### config.mk
export PLATFORM = sky130hd
export DESIGN_NAME = cti_top
export DESIGN_NICKNAME = d
export VERILOG_FILES = /design/src/logic/cti_pkg.sv /design/src/logic/cti_top.sv
export VERILOG_INCLUDE_DIRS = /design/src /design/src/logic
export SDC_FILE = /design/constraint.sdc
export NUM_CORES = 1
export LEC_CHECK = 0
export ABC_AREA = 1
export BUFFER_PORTS_ARGS = -buffer_cell sky130_fd_sc_hd__buf_2
export CORE_ASPECT_RATIO = 0.5
export CORE_MARGIN = 2
export CORE_UTILIZATION = 50
export DETAILED_ROUTE_END_ITERATION = 6
export GPL_TIMING_DRIVEN = 0
export PLACE_DENSITY_LB_ADDON = 0.12
export SETUP_SLACK_MARGIN = 0.02
export SLEW_MARGIN = 40
export SYNTH_ARGS = -nofsm -noshare
export SYNTH_HDL_FRONTEND = slang
export SYNTH_SLANG_ARGS = --single-unit
### constraint.sdc
create_clock -name i_sys_clk -period 3.2 [get_ports i_sys_clk]
set_input_delay 0.16 -clock i_sys_clk [delete_from_list [all_inputs] [get_ports i_sys_clk]]
set_output_delay 0.16 -clock i_sys_clk [all_outputs]
set_load 0.005 [all_outputs]
### src/logic/cti_consts.svh
// Offsets, writable masks, field positions and reset values of the CAN timing block.
`ifndef CTI_CONSTS_SVH
`define CTI_CONSTS_SVH

// -----------------------------------------------------------------
// Register offsets in data space
// -----------------------------------------------------------------
`define CTI_OFS_TIMING_ONE   12'hf70
`define CTI_OFS_TIMING_TWO   12'hf71
`define CTI_OFS_TIMING_THREE 12'hf72
`define CTI_OFS_PIN_CTRL     12'hf73
`define CTI_OFS_FLAGS        12'hfa4
`define CTI_OFS_ENABLES      12'hfa3
`define CTI_OFS_PRIORITIES   12'hfa5

// -----------------------------------------------------------------
// Writable masks, reset values and field positions
// -----------------------------------------------------------------
`define CTI_MASK_TIMING_THREE 8'h47
`define CTI_MASK_PIN_CTRL     8'hf0
`define CTI_RESET_VALUE       8'h00
`define CTI_BIT_WAKE_FILT     6
`define CTI_BIT_FREE_SEL      7
`define CTI_BIT_TX1_SRC       7
`define CTI_BIT_TX1_EN        6
`define CTI_BIT_DRIVE_HI      5
`define CTI_BIT_CAPTURE       4
`define CTI_BIT_WAKE_FLAG     6
`define CTI_BIT_ERR_FLAG      5
`define CTI_BIT_INV_FLAG      7
`define CTI_DISABLED_GATE     8'h40

`endif

### src/logic/cti_pkg.sv
// Types shared by the CAN timing, pin control and event block.
package cti_pkg;

   // Drive of one transmit pin: level and active-low output enable.
   typedef struct packed {
      logic out;
      logic oe_n;
   } cti_pin_t;

   // Event strobes from the protocol engine, one cycle each.
   typedef struct packed {
      logic invalid_msg;
      logic tx_two_done;
      logic tx_one_done;
      logic tx_zero_done;
      logic rx_one_full;
      logic rx_zero_full;
   } cti_evt_t;

endpackage

### src/logic/cti_top.sv
// Timing, pin control and interrupt event logic of the CAN controller.
`timescale 1ns/1ps
`include "cti_consts.svh"

module cti_top
   import cti_pkg::*;
#(
   parameter int ERR_SRCS = 4,
   parameter int FILT_LEN = 4,
   parameter logic [3:0] IPT_QUANTA = 4'h2
) (
   input  wire logic                i_sys_clk,
   input  wire logic                i_rst_n,
   input  wire logic [11:0]         i_addr,
   input  wire logic                i_wr,
   input  wire logic                i_rd,
   input  wire logic [7:0]          i_wdata,
   output logic      [7:0]          o_rdata,
   input  wire logic                i_rx_pin,
   input  wire logic                i_tx_data,
   input  wire logic                i_can_clk,
   input  wire logic                i_port_tx1_out,
   input  wire logic                i_port_tx1_oe_n,
   input  wire logic                i_mod_disabled,
   input  wire logic                i_rx_msg_evt,
   input  wire cti_evt_t            i_evt,
   input  wire logic [ERR_SRCS-1:0] i_err_src,
   output cti_pin_t                 o_tx0,
   output cti_pin_t                 o_tx1,
   output logic                     o_capture_evt,
   output logic                     o_wake_evt,
   output logic                     o_quantum_tick,
   output logic [3:0]               o_phase_two_len,
   output logic                     o_irq_high,
   output logic                     o_irq_low
);

   // -----------------------------------------------------------------
   // Registers and internal signals
   // -----------------------------------------------------------------
   logic [7:0] timing_one_q;
   logic [7:0] timing_two_q;
   logic [7:0] timing_three_q;
   logic [7:0] pin_ctrl_q;
   logic [7:0] flags_q;
   logic [7:0] flags_d;
   logic [7:0] enables_q;
   logic [7:0] prio_q;
   logic [7:0] rdata_q;
   logic [6:0] quantum_cnt_q;
   logic       rx_s1_q;
   logic       rx_s2_q;
   logic [2:0] filt_cnt_q;
   logic       filt_q;
   logic       wake_line_q;

   // -----------------------------------------------------------------
   // Address decode and read selection
   // -----------------------------------------------------------------
   wire sel_one   = (i_addr == `CTI_OFS_TIMING_ONE);
   wire sel_two   = (i_addr == `CTI_OFS_TIMING_TWO);
   wire sel_three = (i_addr == `CTI_OFS_TIMING_THREE);
   wire sel_pin   = (i_addr == `CTI_OFS_PIN_CTRL);
   wire sel_flags = (i_addr == `CTI_OFS_FLAGS);
   wire sel_en    = (i_addr == `CTI_OFS_ENABLES);
   wire sel_prio  = (i_addr == `CTI_OFS_PRIORITIES);

   // Unmapped addresses read as zero.
   wire [7:0] rd_mux =
      sel_one   ? timing_one_q   :
      sel_two   ? timing_two_q   :
      sel_three ? timing_three_q :
      sel_pin   ? pin_ctrl_q     :
      sel_flags ? flags_q        :
      sel_en    ? enables_q      :
      sel_prio  ? prio_q         : 8'h00;

   // -----------------------------------------------------------------
   // Configuration field decode
   // -----------------------------------------------------------------
   wire [5:0] quantum_prescaler     = timing_one_q[5:0];
   wire       phase_two_free_select = timing_two_q[`CTI_BIT_FREE_SEL];
   wire [2:0] phase_one_code        = timing_two_q[5:3];
   wire       wake_line_filter_sel  = timing_three_q[`CTI_BIT_WAKE_FILT];
   wire [2:0] phase_two_length      = timing_three_q[2:0];
   wire       second_tx_pin_source  = pin_ctrl_q[`CTI_BIT_TX1_SRC];
   wire       second_tx_pin_enable  = pin_ctrl_q[`CTI_BIT_TX1_EN];
   wire       recessive_drive_high  = pin_ctrl_q[`CTI_BIT_DRIVE_HI];
   wire       receive_capture_enable = pin_ctrl_q[`CTI_BIT_CAPTURE];

   // -----------------------------------------------------------------
   // Register writes
   // -----------------------------------------------------------------
   // Reserved bits are masked off so they never store a one.
   always_ff @(posedge i_sys_clk or negedge i_rst_n) begin
      if (!i_rst_n) begin
         timing_one_q   <= `CTI_RESET_VALUE;
         timing_two_q   <= `CTI_RESET_VALUE;
         timing_three_q <= `CTI_RESET_VALUE;
         pin_ctrl_q     <= `CTI_RESET_VALUE;
         enables_q      <= `CTI_RESET_VALUE;
         prio_q         <= `CTI_RESET_VALUE;
      end else if (i_wr) begin
         if (sel_one) timing_one_q <= i_wdata;
         if (sel_two) timing_two_q <= i_wdata;
         if (sel_three) timing_three_q <= i_wdata & `CTI_MASK_TIMING_THREE;
         if (sel_pin) pin_ctrl_q <= i_wdata & `CTI_MASK_PIN_CTRL;
         if (sel_en) enables_q <= i_wdata;
         if (sel_prio) prio_q <= i_wdata;
      end
   end

   // Read data is registered and appears the cycle after the strobe.
   always_ff @(posedge i_sys_clk or negedge i_rst_n) begin
      if (!i_rst_n) begin
         rdata_q <= 8'h00;
      end else if (i_rd) begin
         rdata_q <= rd_mux;
      end
   end
   assign o_rdata = rdata_q;

   // -----------------------------------------------------------------
   // Time quantum generator
   // -----------------------------------------------------------------
   // One tick every 2 x (prescaler + 1) system clocks.
   wire [6:0] quantum_last = {quantum_prescaler, 1'b1};
   wire       quantum_wrap = (quantum_cnt_q >= quantum_last);
   always_ff @(posedge i_sys_clk or negedge i_rst_n) begin
      if (!i_rst_n) begin
         quantum_cnt_q <= 7'h00;
      end else begin
         quantum_cnt_q <= quantum_wrap ? 7'h00 : quantum_cnt_q + 7'h01;
      end
   end
   assign o_quantum_tick = quantum_wrap;

   // -----------------------------------------------------------------
   // Phase segment two length in quanta
   // -----------------------------------------------------------------
   wire [3:0] seg_one_len = {1'b0, phase_one_code} + 4'h1;
   wire [3:0] seg_two_len = {1'b0, phase_two_length} + 4'h1;
   wire [3:0] auto_len    = (seg_one_len > IPT_QUANTA) ? seg_one_len : IPT_QUANTA;
   assign o_phase_two_len = phase_two_free_select ? seg_two_len : auto_len;

   // -----------------------------------------------------------------
   // Receive line synchroniser, line filter and wake detection
   // -----------------------------------------------------------------
   always_ff @(posedge i_sys_clk or negedge i_rst_n) begin
      if (!i_rst_n) begin
         rx_s1_q <= 1'b1;
         rx_s2_q <= 1'b1;
      end else begin
         rx_s1_q <= i_rx_pin;
         rx_s2_q <= rx_s1_q;
      end
   end

   // The filter only follows the line after FILT_LEN equal samples,
   // so short glitches do not wake the module.
   wire filt_hold = (rx_s2_q == filt_q);
   always_ff @(posedge i_sys_clk or negedge i_rst_n) begin
      if (!i_rst_n) begin
         filt_cnt_q <= 3'h0;
         filt_q     <= 1'b1;
      end else if (filt_hold) begin
         filt_cnt_q <= 3'h0;
      end else if (filt_cnt_q == 3'(FILT_LEN - 1)) begin
         filt_cnt_q <= 3'h0;
         filt_q     <= rx_s2_q;
      end else begin
         filt_cnt_q <= filt_cnt_q + 3'h1;
      end
   end

   // Wake event is a recessive-to-dominant change on the chosen line.
   wire wake_line = wake_line_filter_sel ? filt_q : rx_s2_q;
   always_ff @(posedge i_sys_clk or negedge i_rst_n) begin
      if (!i_rst_n) begin
         wake_line_q <= 1'b1;
      end else begin
         wake_line_q <= wake_line;
      end
   end
   assign o_wake_evt = wake_line_q & ~wake_line;

   // -----------------------------------------------------------------
   // Transmit pin drive
   // -----------------------------------------------------------------
   // Data is dominant low; a recessive bit floats unless drive high is set.
   wire recessive = i_tx_data;
   wire float_rec = recessive & ~recessive_drive_high;
   assign o_tx0.out  = i_tx_data;
   assign o_tx0.oe_n = float_rec;

   // Second pin: clock is always driven, inverted data follows drive style.
   wire tx1_mod_out  = second_tx_pin_source ? i_can_clk : ~i_tx_data;
   wire tx1_mod_oe_n = second_tx_pin_source ? 1'b0 : float_rec;
   assign o_tx1.out  = second_tx_pin_enable ? tx1_mod_out : i_port_tx1_out;
   assign o_tx1.oe_n = second_tx_pin_enable ? tx1_mod_oe_n : i_port_tx1_oe_n;

   // Capture events pass only while capture is enabled.
   assign o_capture_evt = receive_capture_enable & i_rx_msg_evt;

   // -----------------------------------------------------------------
   // Event flags
   // -----------------------------------------------------------------
   wire       err_any = |i_err_src;
   wire [7:0] set_vec = {i_evt.invalid_msg, o_wake_evt, err_any,
                         i_evt.tx_two_done, i_evt.tx_one_done,
                         i_evt.tx_zero_done, i_evt.rx_one_full,
                         i_evt.rx_zero_full};

   // A hardware set in the cycle of a software write wins over the clear.
   always_comb begin
      flags_d = (i_wr && sel_flags) ? i_wdata : flags_q;
      flags_d = flags_d | set_vec;
   end

   always_ff @(posedge i_sys_clk or negedge i_rst_n) begin
      if (!i_rst_n) begin
         flags_q <= `CTI_RESET_VALUE;
      end else begin
         flags_q <= flags_d;
      end
   end

   // -----------------------------------------------------------------
   // Interrupt routing
   // -----------------------------------------------------------------
   wire [7:0] gate    = i_mod_disabled ? `CTI_DISABLED_GATE : 8'hff;
   wire [7:0] pending = flags_q & enables_q & gate;
   assign o_irq_high = |(pending & prio_q);
   assign o_irq_low  = |(pending & ~prio_q);
endmodule // cti_top

# Yosys cells after proc, flatten, opt, wreduce, memory -nomap -nowiden
# Index checks and enable logic that the tools add are counted.
totals:
  elab_cells: 72
  out_inout_bits: 21
  reg_bits: 70
  input_bits: 41
op_classes:
  mux: 19
  addsub: 4
  reduce_logical: 11
  n_lt_le_gt_ge: 2
  n_eq_ne: 9
  bitwise_logic: 13
op_table:
  columns: ["operator", "count"]
  rows:
  - ["$eq 12x12->1 const B", 7]
  - ["$mux 8", 9]
  - ["$and 8x8->8", 4]
  - ["$reduce_or 8->1", 2]
  - ["$reduce_and 2->1", 7]
  - ["$add 3x1->4 const B", 2]
  - ["$mux 4", 2]
  - ["$not 8->8", 1]
  - ["$or 8x8->8", 1]
  - ["$add 7x1->7 const B", 1]
  - ["$ge 7x7->1", 1]
  - ["$mux 7", 1]
  - ["$mux 3", 2]
  - ["$mux 1", 5]
  - ["$gt 4x2->1 const B", 1]
  - ["$not 1->1", 4]
  - ["$reduce_or 4->1", 1]
  - ["$add 3x1->3 const B", 1]
  - ["$and 1x1->1", 3]
  - ["$eq 3x2->1 const B", 1]
  - ["$eq 1x1->1", 1]
  - ["$logic_and 1x1->1", 1]

# Logic depth before layout (Yosys ltp)
# Gate-level depths: netlist of the first run.
logic_depth:
  depth_word: 8
  depth_mapped: 12
  ltp_nobuf: 11

# Worst setup path before layout of the first run
# Ideal clock, no wire load.
synth_path:
  kind: "register to register"
  startpoint: "register quantum_cnt_q[2]"
  endpoint: "register quantum_cnt_q[3]"
  t_arrival_ns: 1.319
  setup_slack_ns: 1.791
  setup_time_ns: 0.090
  path_stages_with_launch: 7
  required_time_ns: 3.110
  n_path_buf: 0
  path_cell_list: "dfrtp_1 -> ha_1 -> a21oi_1 -> nand2_1 -> nand4_1 -> o211ai_1 -> nor3b_1"
synth_between:
  elab_chain_cells: 2
  word_cells_on_any_way: 3
  classes_between: "add/sub (1); order compare (1); mux (1)"
synth_rtl:
  columns: ["item", "line_no", "text"]
  rows:
  - ["start, declared", "cti_top.sv:50", "logic [6:0] quantum_cnt_q;"]
  - ["start signal, assigned", "cti_top.sv:133", "quantum_cnt_q <= quantum_wrap ? 7'h00 : quantum_cnt_q + 7'h01;"]
  - ["$ge 7x7->1", "cti_top.sv:128", "wire quantum_wrap = (quantum_cnt_q >= quantum_last);"]
  - ["named net o_quantum_tick", "cti_top.sv:32", "output logic o_quantum_tick,"]
  - ["$mux 7", "cti_top.sv:133", null]
# The timed path passes the listed nets, and every way through them passes these cells.
# A chain may end at the register's enable or synchronous reset.

# Final worst setup path of the first run
layout_path:
  startpoint: "register timing_one_q[5]"
  endpoint: "output port o_quantum_tick"
layout_between:
  elab_chain_cells: 1
layout_rtl:
  columns: ["item", "line_no", "text"]
  rows:
  - ["start, declared", "cti_top.sv:41", "logic [7:0] timing_one_q;"]
  - ["start signal, assigned", "cti_top.sv:97", "timing_one_q <= `CTI_RESET_VALUE;"]
  - ["start signal, assigned", "cti_top.sv:104", "if (sel_one) timing_one_q <= i_wdata;"]
  - ["$ge 7x7->1", "cti_top.sv:128", null]
  - ["end, declared", "cti_top.sv:32", null]
# Every way passes these cells.

==> flow_summary.toml, run 1 <==
[layout]
drive_above_1_share_pct = 24.91
fin_nets = 592
nFillCells = 683
antenna_cells = 0
area_delta_synth_final_pct = 20.05
final_cells = 642

[logic_synthesis]
ys_seq_elements = 70
ys_types = 39
synthFlopType = "dfrtp_1"
async_reset_ff_share_pct = 100.0
synth_area_um2 = 3894
synth_edf_count = 0
netlist_instances = 466
yosys_warnings = 0
synth_nets = 517
ys_seq_area_share_pct = 45.12
syn_area_per_cell_um2 = 8.356

[sta]
fin_crit_ns = 2.044
fin_skew_ns = 0.004372
slew_headroom_pct = 56.42
worst_slew_pin_slew_ns = 0.6508
finalHoldViolations = 0
rsz0062_at_grt = "no"
setup_tns_ns = 0
fmax_mhz = 489.2
drv_slew = 0
finalCritPeriodShare_pct = 63.88
setup_viol = 0

[setup_path]
critPathCaptureType = "output port"
crit_path_end = "o_quantum_tick"
startpoint = "timing_one_q[5]$_DFFE_PN0P_"
crit_type = "flip-flop to output port"
path_max_fanout = 8
r2r_slack_ns = 1.61
reg2reg_from = "timing_one_q[1]$_DFFE_PN0P_"
cp.arrival_ns = 1.88
slowest_delay_ns = 0.55
cpMaxStageDelayCell = "o211ai_1"
cp-start-kind = "flip-flop"
required_ns = 3.04
reg2reg_depth = 7
timing.rr.end = "quantum_cnt_q[4]$_DFF_PN0_"
crit_chain = "inv_1, ha_1, nand2_1, o211ai_1, buf_2"

[die]
io-pin-count = 62
die_w_um = 128.8
dieArea_um2 = 8552
num_rows = 22
coreArea_um2 = 7432
initial_utilization_pct = 52.39
die_h_um = 66.40

[detailed_routing]
drc = 0
wirelength_mm = 9.675
ant_nets = 0
post_drt_wl_per_cell_um = 15.07
dr.pass1.iters = 5
first_iter_violations = 231
vias = 3388
vias_per_cell = 5.277

[global_route]
grt_pass1_wl_mm = 16.08
grt_usage_pct = 24.92
grt_pass1_vias = 3157
gr-total-overflow = 0
antenna_found_initial = 0
grt_max_degree = 51

[outcome]
status = "complete, no violations"

[placed_design]
port_buffers = 61
dp_hpwl_mm = 7.238
routabilityCongestion = 0.8999
dp.cells = 624

[power]
p_total_w = 0.002199
p_switching_w = 0.0005568
intPower_w = 0.001643
peakVddDrop_mv = 0.3607
clock_power_share_pct = 45.6
p_sw_share_pct = 25.32
power_frac_seq_pct = 43.3
power-per-cell-area_nw_per_um2 = 470.5
p_leak_nw = 2.277
comb_power_share_pct = 11.0

[clock_network]
path_clk_slew_ns = 0.06
clk_latency_ns = 0.33
numCtsBuffers = 9
cts_max_level = 3
root_buffer = "clkbuf_16"
cts_buffer_depth = 2
cts.sinks = 70
cts_tree = "yes"

[worst_hold_path]
hold_path_class = "input pin to flip-flop"

[run]
drv_cap = 0
## flip-flops by register name, indices dropped and copies added (netlist names)
name / count
pin_ctrl_q: 4
timing_one_q: 8
wake_line_q: 1
timing_two_q: 8
flags_q: 8
enables_q: 8
rx_s2_q: 1
o_rdata: 8
filt_q: 1
timing_three_q: 4
filt_cnt_q: 3
rx_s1_q: 1
prio_q: 8
quantum_cnt_q: 7
## worst max-delay path, delay by kind of cell (launching register included)
kind                     cells  cell delay (ns)
flip-flops                   1             0.35
AO/OA/AOI/OAI                1             0.55
buffers and inverters        2             0.29
adder cells (fa/ha/maj)      1             0.29
AND/OR/NAND/NOR              1             0.07
## synthesized netlist by cell type, types with 2 or more instances
master	number	area, um2
o21ai_1	3	15.01
nor3_1	3	15.01
buf_4	2	15.01
or2_0	3	18.77
nand4_2	2	25.02
a21oi_1	28	140.1
dfstp_2	4	105.1
nand3_1	36	180.2
o2111ai_1	2	17.52
xnor2_1	2	17.52
nor2_2	3	18.77
nand3_4	3	52.55
nor2_4	6	67.56
o211ai_1	3	22.52
nand2_2	7	43.79
dfrtp_1	66	1652
ha_1	10	125.1
nand2_1	113	424.2
nand2_4	2	22.52
clkbuf_1	2	7.510
xor2_1	2	17.52
buf_6	6	67.56
nor2_1	27	101.4
o21ai_2	16	140.1
buf_2	3	15.01
o21ai_0	35	175.2
nor3b_1	3	22.52
inv_2	2	7.510
nand4_1	13	81.33
inv_1	50	187.7
## routing by layer
layer  vias to the layer above  share of wire [%]  track usage (%)
met5                         -                  0                0
met4                         0                1.3            6.386
met3                        18                4.8            6.311
met2                        69                 43            36.97
met1                      1597                 51            36.28
li1                       1704                  -                -
## cells in the final DEF, fill, tap and decap left out, drive strengths merged, types with 2 or more instances in the layout
master,count
o211ai,3
clkinvlp,2
nor2,37
nor3b,3
buf,73
or2,3
xor2,2
o21ai,54
dfrtp,66
nor3,5
clkinv,2
xnor2,2
nand3,39
dlygate4sd3,2
dfstp,4
nand4,15
nand2,122
o2111ai,2
a21oi,28
ha,10
inv,52
clkbuf,13
## area by class of cell
cell class	count	area (um2)	share of cell area, %
Clock buffer	11	242.7	5.193
Inverter	52	195.2	4.176
Timing Repair Buffer	64	359.1	7.682
Sequential cell	70	1757	37.58
Buffer	13	105.1	2.248
Tap cell	96	120.1	2.570
Multi-Input combinational cell	331	1837	39.29
Clock inverter	5	58.81	1.258
## kinds of logic after synthesis
family	synth area share [%]
flip-flops	45.12
XOR/XNOR	0.8999
AO/OA/AOI/OAI	14.14
AND/OR/NAND/NOR	28.92
buffers and inverters	7.712
adder cells (fa/ha/maj)	3.213
## through the flow
step / instance area (um2) / hold slack, ns / worst slack, ns / util, %
final: 4674 / 0.02094 / 1.156 / 62.90
after detailed placement: 4353 / 0.02079 / 1.510 / 58.57
after global placement: 4319 / 0.2657 / 1.508 / 58.11
after floorplan: 3894 / -0.1356 / 1.791 / -
after global routing: 4674 / 0.02598 / 1.014 / 62.90
after CTS: 4674 / 0.01614 / 1.136 / 62.90
## power groups by stage
stage	Sequential [W]	Combinational, W	Clock, W
floorplan	0.000962	0.000142	0
global placement	0.000967	0.000233	0
detailed placement	0.000970	0.000243	0
CTS	0.000953	0.000247	0.00101
global route	0.000959	0.000287	0.00106
finish	0.000953	0.000242	0.00100
## worst min-delay path by stage
stage / startpoint / end / depth (start not counted)
floorplan: i_rst_n / enables_q[0]$_DFFE_PN0P_ / 0
global placement: i_rx_pin / rx_s1_q$_DFF_PN1_ / 1
detailed placement: i_rst_n / quantum_cnt_q[1]$_DFF_PN0_ / 1
CTS: i_evt[4] / flags_q[4]$_DFF_PN0_ / 3
global route: i_evt[1] / flags_q[1]$_DFF_PN0_ / 3
finish: i_evt[2] / flags_q[2]$_DFF_PN0_ / 3
## timing repair
action / CTS / global route
gates resized for setup: 0 / 0
hold buffers: 2 / 0
endpoints found under the hold margin: 69 / 0
setup buffers: 0 / 0
Note: power is estimated with default switching activity, not from simulation.
==> run 2: changes to the inputs <==
- clock period: 3.2 -> 1.8 ns (I/O delays scaled with it)
==> flow_summary.toml, run 2 (same netlist as run 1, synthesis figures left out) <==
[die]
coreArea_um2 = 7432
die_w_um = 128.8
num_rows = 22
io-pin-count = 62
die_h_um = 66.40
initial_utilization_pct = 52.39
dieArea_um2 = 8552

[sta]
slew_headroom_pct = 67.37
drv_slew = 0
setup_viol = 0
finalHoldViolations = 0
setup_tns_ns = 0
finalCritPeriodShare_pct = 91.08
worst_slew_pin_slew_ns = 0.4895
fin_crit_ns = 1.639
rsz0062_at_grt = "no"
fmax_mhz = 610.0
hold_slack_ns = 0.1335
fin_ws_ns = 0.1606
fin_skew_ns = 0.004104

[setup_path]
timing.rr.end = "quantum_cnt_q[4]$_DFF_PN0_"
required_ns = 1.71
reg2reg_from = "timing_one_q[4]$_DFFE_PN0P_"
critPathCaptureType = "output port"
path_max_fanout = 2
crit_type = "flip-flop to output port"
r2r_slack_ns = 0.29
cp-start-kind = "flip-flop"
cp.arrival_ns = 1.55
reg2reg_depth = 8
startpoint = "timing_one_q[5]$_DFFE_PN0P_"

[clock_network]
root_buffer = "clkbuf_16"
cts.sinks = 70
numCtsBuffers = 9
path_clk_slew_ns = 0.06
cts_max_level = 3
cts_buffer_depth = 2
cts_tree = "yes"
clk_latency_ns = 0.34

[global_route]
grt_pass1_vias = 3204
gr-total-overflow = 0
grt_max_degree = 51
grt_pass1_wl_mm = 16.22
grt_usage_pct = 25.09
antenna_found_initial = 0

[layout]
antenna_cells = 0
nFillCells = 662
final_area_um2 = 4798
fin_nets = 602
area_delta_synth_final_pct = 23.23
final_cell_mix = "113 x nand2_1, 66 x dfrtp_1, 63 x buf_2"
drive_above_1_share_pct = 25.54
final_common_cell = "nand2_1"

[power]
power-per-cell-area_nw_per_um2 = 829.7
power_frac_seq_pct = 42.6
peakVddDrop_mv = 0.6434
p_total_w = 0.003981
intPower_w = 0.002965
p_switching_w = 0.001016
clock_power_share_pct = 45.1
p_sw_share_pct = 25.52
comb_power_share_pct = 12.4
p_leak_nw = 2.326

[worst_hold_path]
hold_start = "i_wdata[7]"
holdPathEnd = "timing_one_q[7]$_DFFE_PN0P_"
hold_path_class = "input pin to flip-flop"
whs_path_depth = 3

[placed_design]
place_area_um2 = 4353
routabilityCongestion = 0.8999
dp_hpwl_mm = 7.238
pre_cts_ws_ns = 0.1804
port_buffers = 61

[outcome]
status = "complete, no violations"

[detailed_routing]
first_iter_violations = 253
vias = 3453
dr.pass1.iters = 4
post_drt_wl_per_cell_um = 15.16
drc = 0
wirelength_mm = 9.882
vias_per_cell = 5.296
ant_nets = 0

[run]
drv_cap = 0
[run 2: changes by cell type in the layout (fill, tap and decap cells not counted), sizes merged]
| cell | previous run | this run |
|---|---|---|
| buf | 73 | 75 |
| dlygate4sd3 | 2 | 10 |
[run 2: layout make-up]
type	instances	area [um2]	share of cell area (%)
plain buffers	13	105.1	2.190
clock buffers	11	242.7	5.059
clock inverters	5	58.81	1.226
inverters	52	195.2	4.068
multi-input cells	331	1866	38.88
flip-flops and latches	70	1757	36.61
well taps	96	120.1	2.503
repair buffers	74	454.2	9.465
[run 2: stage by stage]
step	util, %	instances
2_1_floorplan	-	466
6_report	64.56	652
4_1_cts	64.07	651
3_5_place_dp	58.57	624
3_3_place_gp	58.11	623
5_1_grt	64.56	652
[run 2: routing by layer]
metal | part of all wire (%) | wire (um) | vias to the layer above | track usage [%]
met5 | 0 | 0 | - | 0
met4 | 1.3 | 127 | 0 | 6.386
met3 | 4.2 | 412 | 16 | 6.311
met2 | 43 | 4282 | 71 | 37.43
met1 | 51 | 5060 | 1647 | 36.44
li1 | - | - | 1719 | -
[run 2: worst max path at each step]
stage                                            end  slack (ns)  cells after the start
after floorplan           quantum_cnt_q[3]$_DFF_PN0_        0.39                      6
after global placement                o_quantum_tick        0.18                      5
after detailed placement              o_quantum_tick        0.18                      5
after CTS                             o_quantum_tick        0.11                      7
after global routing                  o_quantum_tick        0.04                      7
final                                 o_quantum_tick        0.16                      7
[run 2: what timing repair did]
action	4_1_cts	5_1_grt
pin swaps	1	0
hold buffers	10	0
hold endpoints to repair	76	0
gates resized for setup	0	4
setup buffers	1	1
setup endpoints to repair	1	1
[run 2: power groups by stage]
stage / logic (W) / registers [W] / clock network, W
after floorplan: 0.000253 / 0.00171 / 0
after global placement: 0.000414 / 0.00172 / 0
after detailed placement: 0.000432 / 0.00172 / 0
after CTS: 0.000477 / 0.00169 / 0.00180
after global routing: 0.000575 / 0.00170 / 0.00188
final: 0.000493 / 0.00169 / 0.00179
[run 2: critical path, cell delays in order (launching register included)]
cell      delay, ns
dfrtp_1        0.35
inv_1          0.08
ha_4           0.27
nand2_1        0.06
inv_1          0.05
nand4_1        0.08
o211ai_1       0.14
buf_2          0.17
==> run 3: changes to the inputs <==
--- a/config.mk
+++ b/config.mk
@@ -17,3 +17,2 @@
 export SETUP_SLACK_MARGIN = 0.02
-export SLEW_MARGIN = 40
 export SYNTH_ARGS = -nofsm -noshare
--- a/constraint.sdc
+++ b/constraint.sdc
@@ -3,2 +3,2 @@
 set_output_delay 0.09 -clock i_sys_clk [all_outputs]
-set_load 0.005 [all_outputs]
+set_load 0.02 [all_outputs]
==> flow_summary.toml, run 3 (same netlist as run 1, synthesis figures left out) <==
[outcome]
status = "complete, no violations"

[sta]
fin_ws_ns = 0.1410
setup_viol = 0
worst_slew_pin_slew_ns = 0.8730
finalHoldViolations = 0
fin_skew_ns = 0.007338
drv_slew = 0
setup_tns_ns = 0
slew_headroom_pct = 41.80
fmax_mhz = 602.8
finalCritPeriodShare_pct = 92.16
rsz0062_at_grt = "yes"
fin_crit_ns = 1.659

[detailed_routing]
ant_nets = 0
drc = 0
post_drt_wl_per_cell_um = 15.18
vias_per_cell = 5.296
vias = 3448
wirelength_mm = 9.885
dr.pass1.iters = 5
first_iter_violations = 224

[clock_network]
cts.sinks = 70
cts_max_level = 3
cts_buffer_depth = 2
clk_latency_ns = 0.34
cts_tree = "yes"
root_buffer = "clkbuf_16"
numCtsBuffers = 9
path_clk_slew_ns = 0.05

[setup_path]
crit_chain = "inv_2, ha_4, a21oi_2, nand2_1, nand4_1, o211ai_1, buf_4"
path_max_fanout = 2
cpMaxStageDelayCell = "dfrtp_1"
required_ns = 1.71
critPathCaptureType = "output port"
cp.arrival_ns = 1.57
slowest_delay_ns = 0.39
timing.rr.end = "quantum_cnt_q[4]$_DFF_PN0_"
reg2reg_from = "timing_one_q[1]$_DFFE_PN0P_"
crit_type = "flip-flop to output port"
r2r_slack_ns = 0.29
cp-start-kind = "flip-flop"
reg2reg_depth = 8

[global_route]
grt_pass1_wl_mm = 16.28
grt_use_met3_pct = 6.392
met2_usage_pct = 38.23
gr-total-overflow = 0
top_usage_layer = "met2"
antenna_found_initial = 0
use_met1_pct = 36.58
grt_usage_pct = 25.58
grt_pass1_vias = 3241
grt_max_degree = 71

[layout]
final_cells = 651
drive_above_1_share_pct = 25.59
antenna_cells = 0
area_delta_synth_final_pct = 22.27
final_cell_mix = "113 x nand2_1, 66 x dfrtp_1, 62 x buf_2"
fin_nets = 601
nFillCells = 675
final_common_cell = "nand2_1"

[die]
io-pin-count = 62
die_w_um = 128.8
coreArea_um2 = 7432
num_rows = 22
dieArea_um2 = 8552
die_h_um = 66.40
initial_utilization_pct = 52.39

[placed_design]
port_buffers = 61
pre_cts_ws_ns = 0.1588
dp_hpwl_mm = 7.159
routabilityCongestion = 0.8999
dp.cells = 623

[worst_hold_path]
hold_start = "i_wdata[1]"
whs_path_depth = 3
hold_path_class = "input pin to flip-flop"
holdPathEnd = "timing_one_q[1]$_DFFE_PN0P_"

[power]
power-per-cell-area_nw_per_um2 = 832.7
p_sw_share_pct = 26.14
peakVddDrop_mv = 0.6723
power_frac_seq_pct = 42.8
comb_power_share_pct = 13.1
p_switching_w = 0.001036
clock_power_share_pct = 44.1
intPower_w = 0.002928
p_leak_nw = 2.310

[run]
drv_cap = 0
==> run 3: cell types whose count changed in the layout (fill, tap and decap cells not counted), sizes merged <==
cell	change
clkinv	+1
buf	-1
clkbuf	-1
==> run 3: critical path: cells and delay by family (launching register included) <==
kind / cells / cell delay [ns]
DFF: 1 / 0.39
and+or+nand+nor: 2 / 0.12
buffers and inverters: 2 / 0.28
adders and majority gates: 1 / 0.20
AOI/OAI and AO/OA: 2 / 0.23
==> run 3: repair_timing <==
item                       4_1_cts  5_1_grt
buffers inserted                 1        1
resized for setup                0        6
hold buffers                    10        0
setup endpoints to repair        1        1
cloned                           0        0
hold endpoints to repair        74        0
pin swaps                        1        1
==> run 3: area by class of cell <==
class                      count  area (um2)  area share, %
multi-input combinational    331        1866          39.19
sequential                    70        1757          36.90
timing repair buffer          73       425.4          8.936
clock buffer                  10       229.0          4.809
inverter                      52       195.2          4.100
tap                           96       120.1          2.523
buffer                        13       105.1          2.208
clock inverter                 6       63.81          1.340
==> run 3: power groups by stage <==
stage / clock network [W] / registers, W / logic (W)
after floorplan: 0 / 0.00171 / 0.000282
after global routing: 0.00187 / 0.00170 / 0.000611
final: 0.00175 / 0.00169 / 0.000521
after global placement: 0 / 0.00172 / 0.000444
after detailed placement: 0 / 0.00172 / 0.000452
after CTS: 0.00177 / 0.00170 / 0.000496
==> run 3: worst max path at each step <==
stage,startpoint,cells after the start,slack [ns],to
2_1_floorplan,quantum_cnt_q[6]$_DFF_PN0_,4,0.20,quantum_cnt_q[3]$_DFF_PN0_
3_3_place_gp,timing_one_q[5]$_DFFE_PN0P_,5,0.12,o_quantum_tick
3_5_place_dp,timing_one_q[5]$_DFFE_PN0P_,5,0.16,o_quantum_tick
4_1_cts,timing_one_q[1]$_DFFE_PN0P_,7,0.09,o_quantum_tick
5_1_grt,timing_one_q[1]$_DFFE_PN0P_,7,0.01,o_quantum_tick
6_report,timing_one_q[1]$_DFFE_PN0P_,7,0.14,o_quantum_tick
==> run 3: layer usage <==
layer	part of all wire, %	wire [um]
met1	51	5044
met2	44	4332
met3	4.4	430
met4	0.79	78
met5	0	0
==> run 3: through the flow <==
step / instance area [um2] / util [%] / hold WS (ns) / total power (W)
after CTS: 4722 / 63.54 / 0.1389 / 0.003966
after detailed placement: 4322 / 58.15 / 0.1963 / 0.002175
after global routing: 4761 / 64.06 / 0.1596 / 0.004182
final: 4761 / 64.06 / 0.1461 / 0.003964
after floorplan: 3894 / - / -0.2056 / 0.001993
after global placement: 4319 / 58.11 / 0.1957 / 0.002163
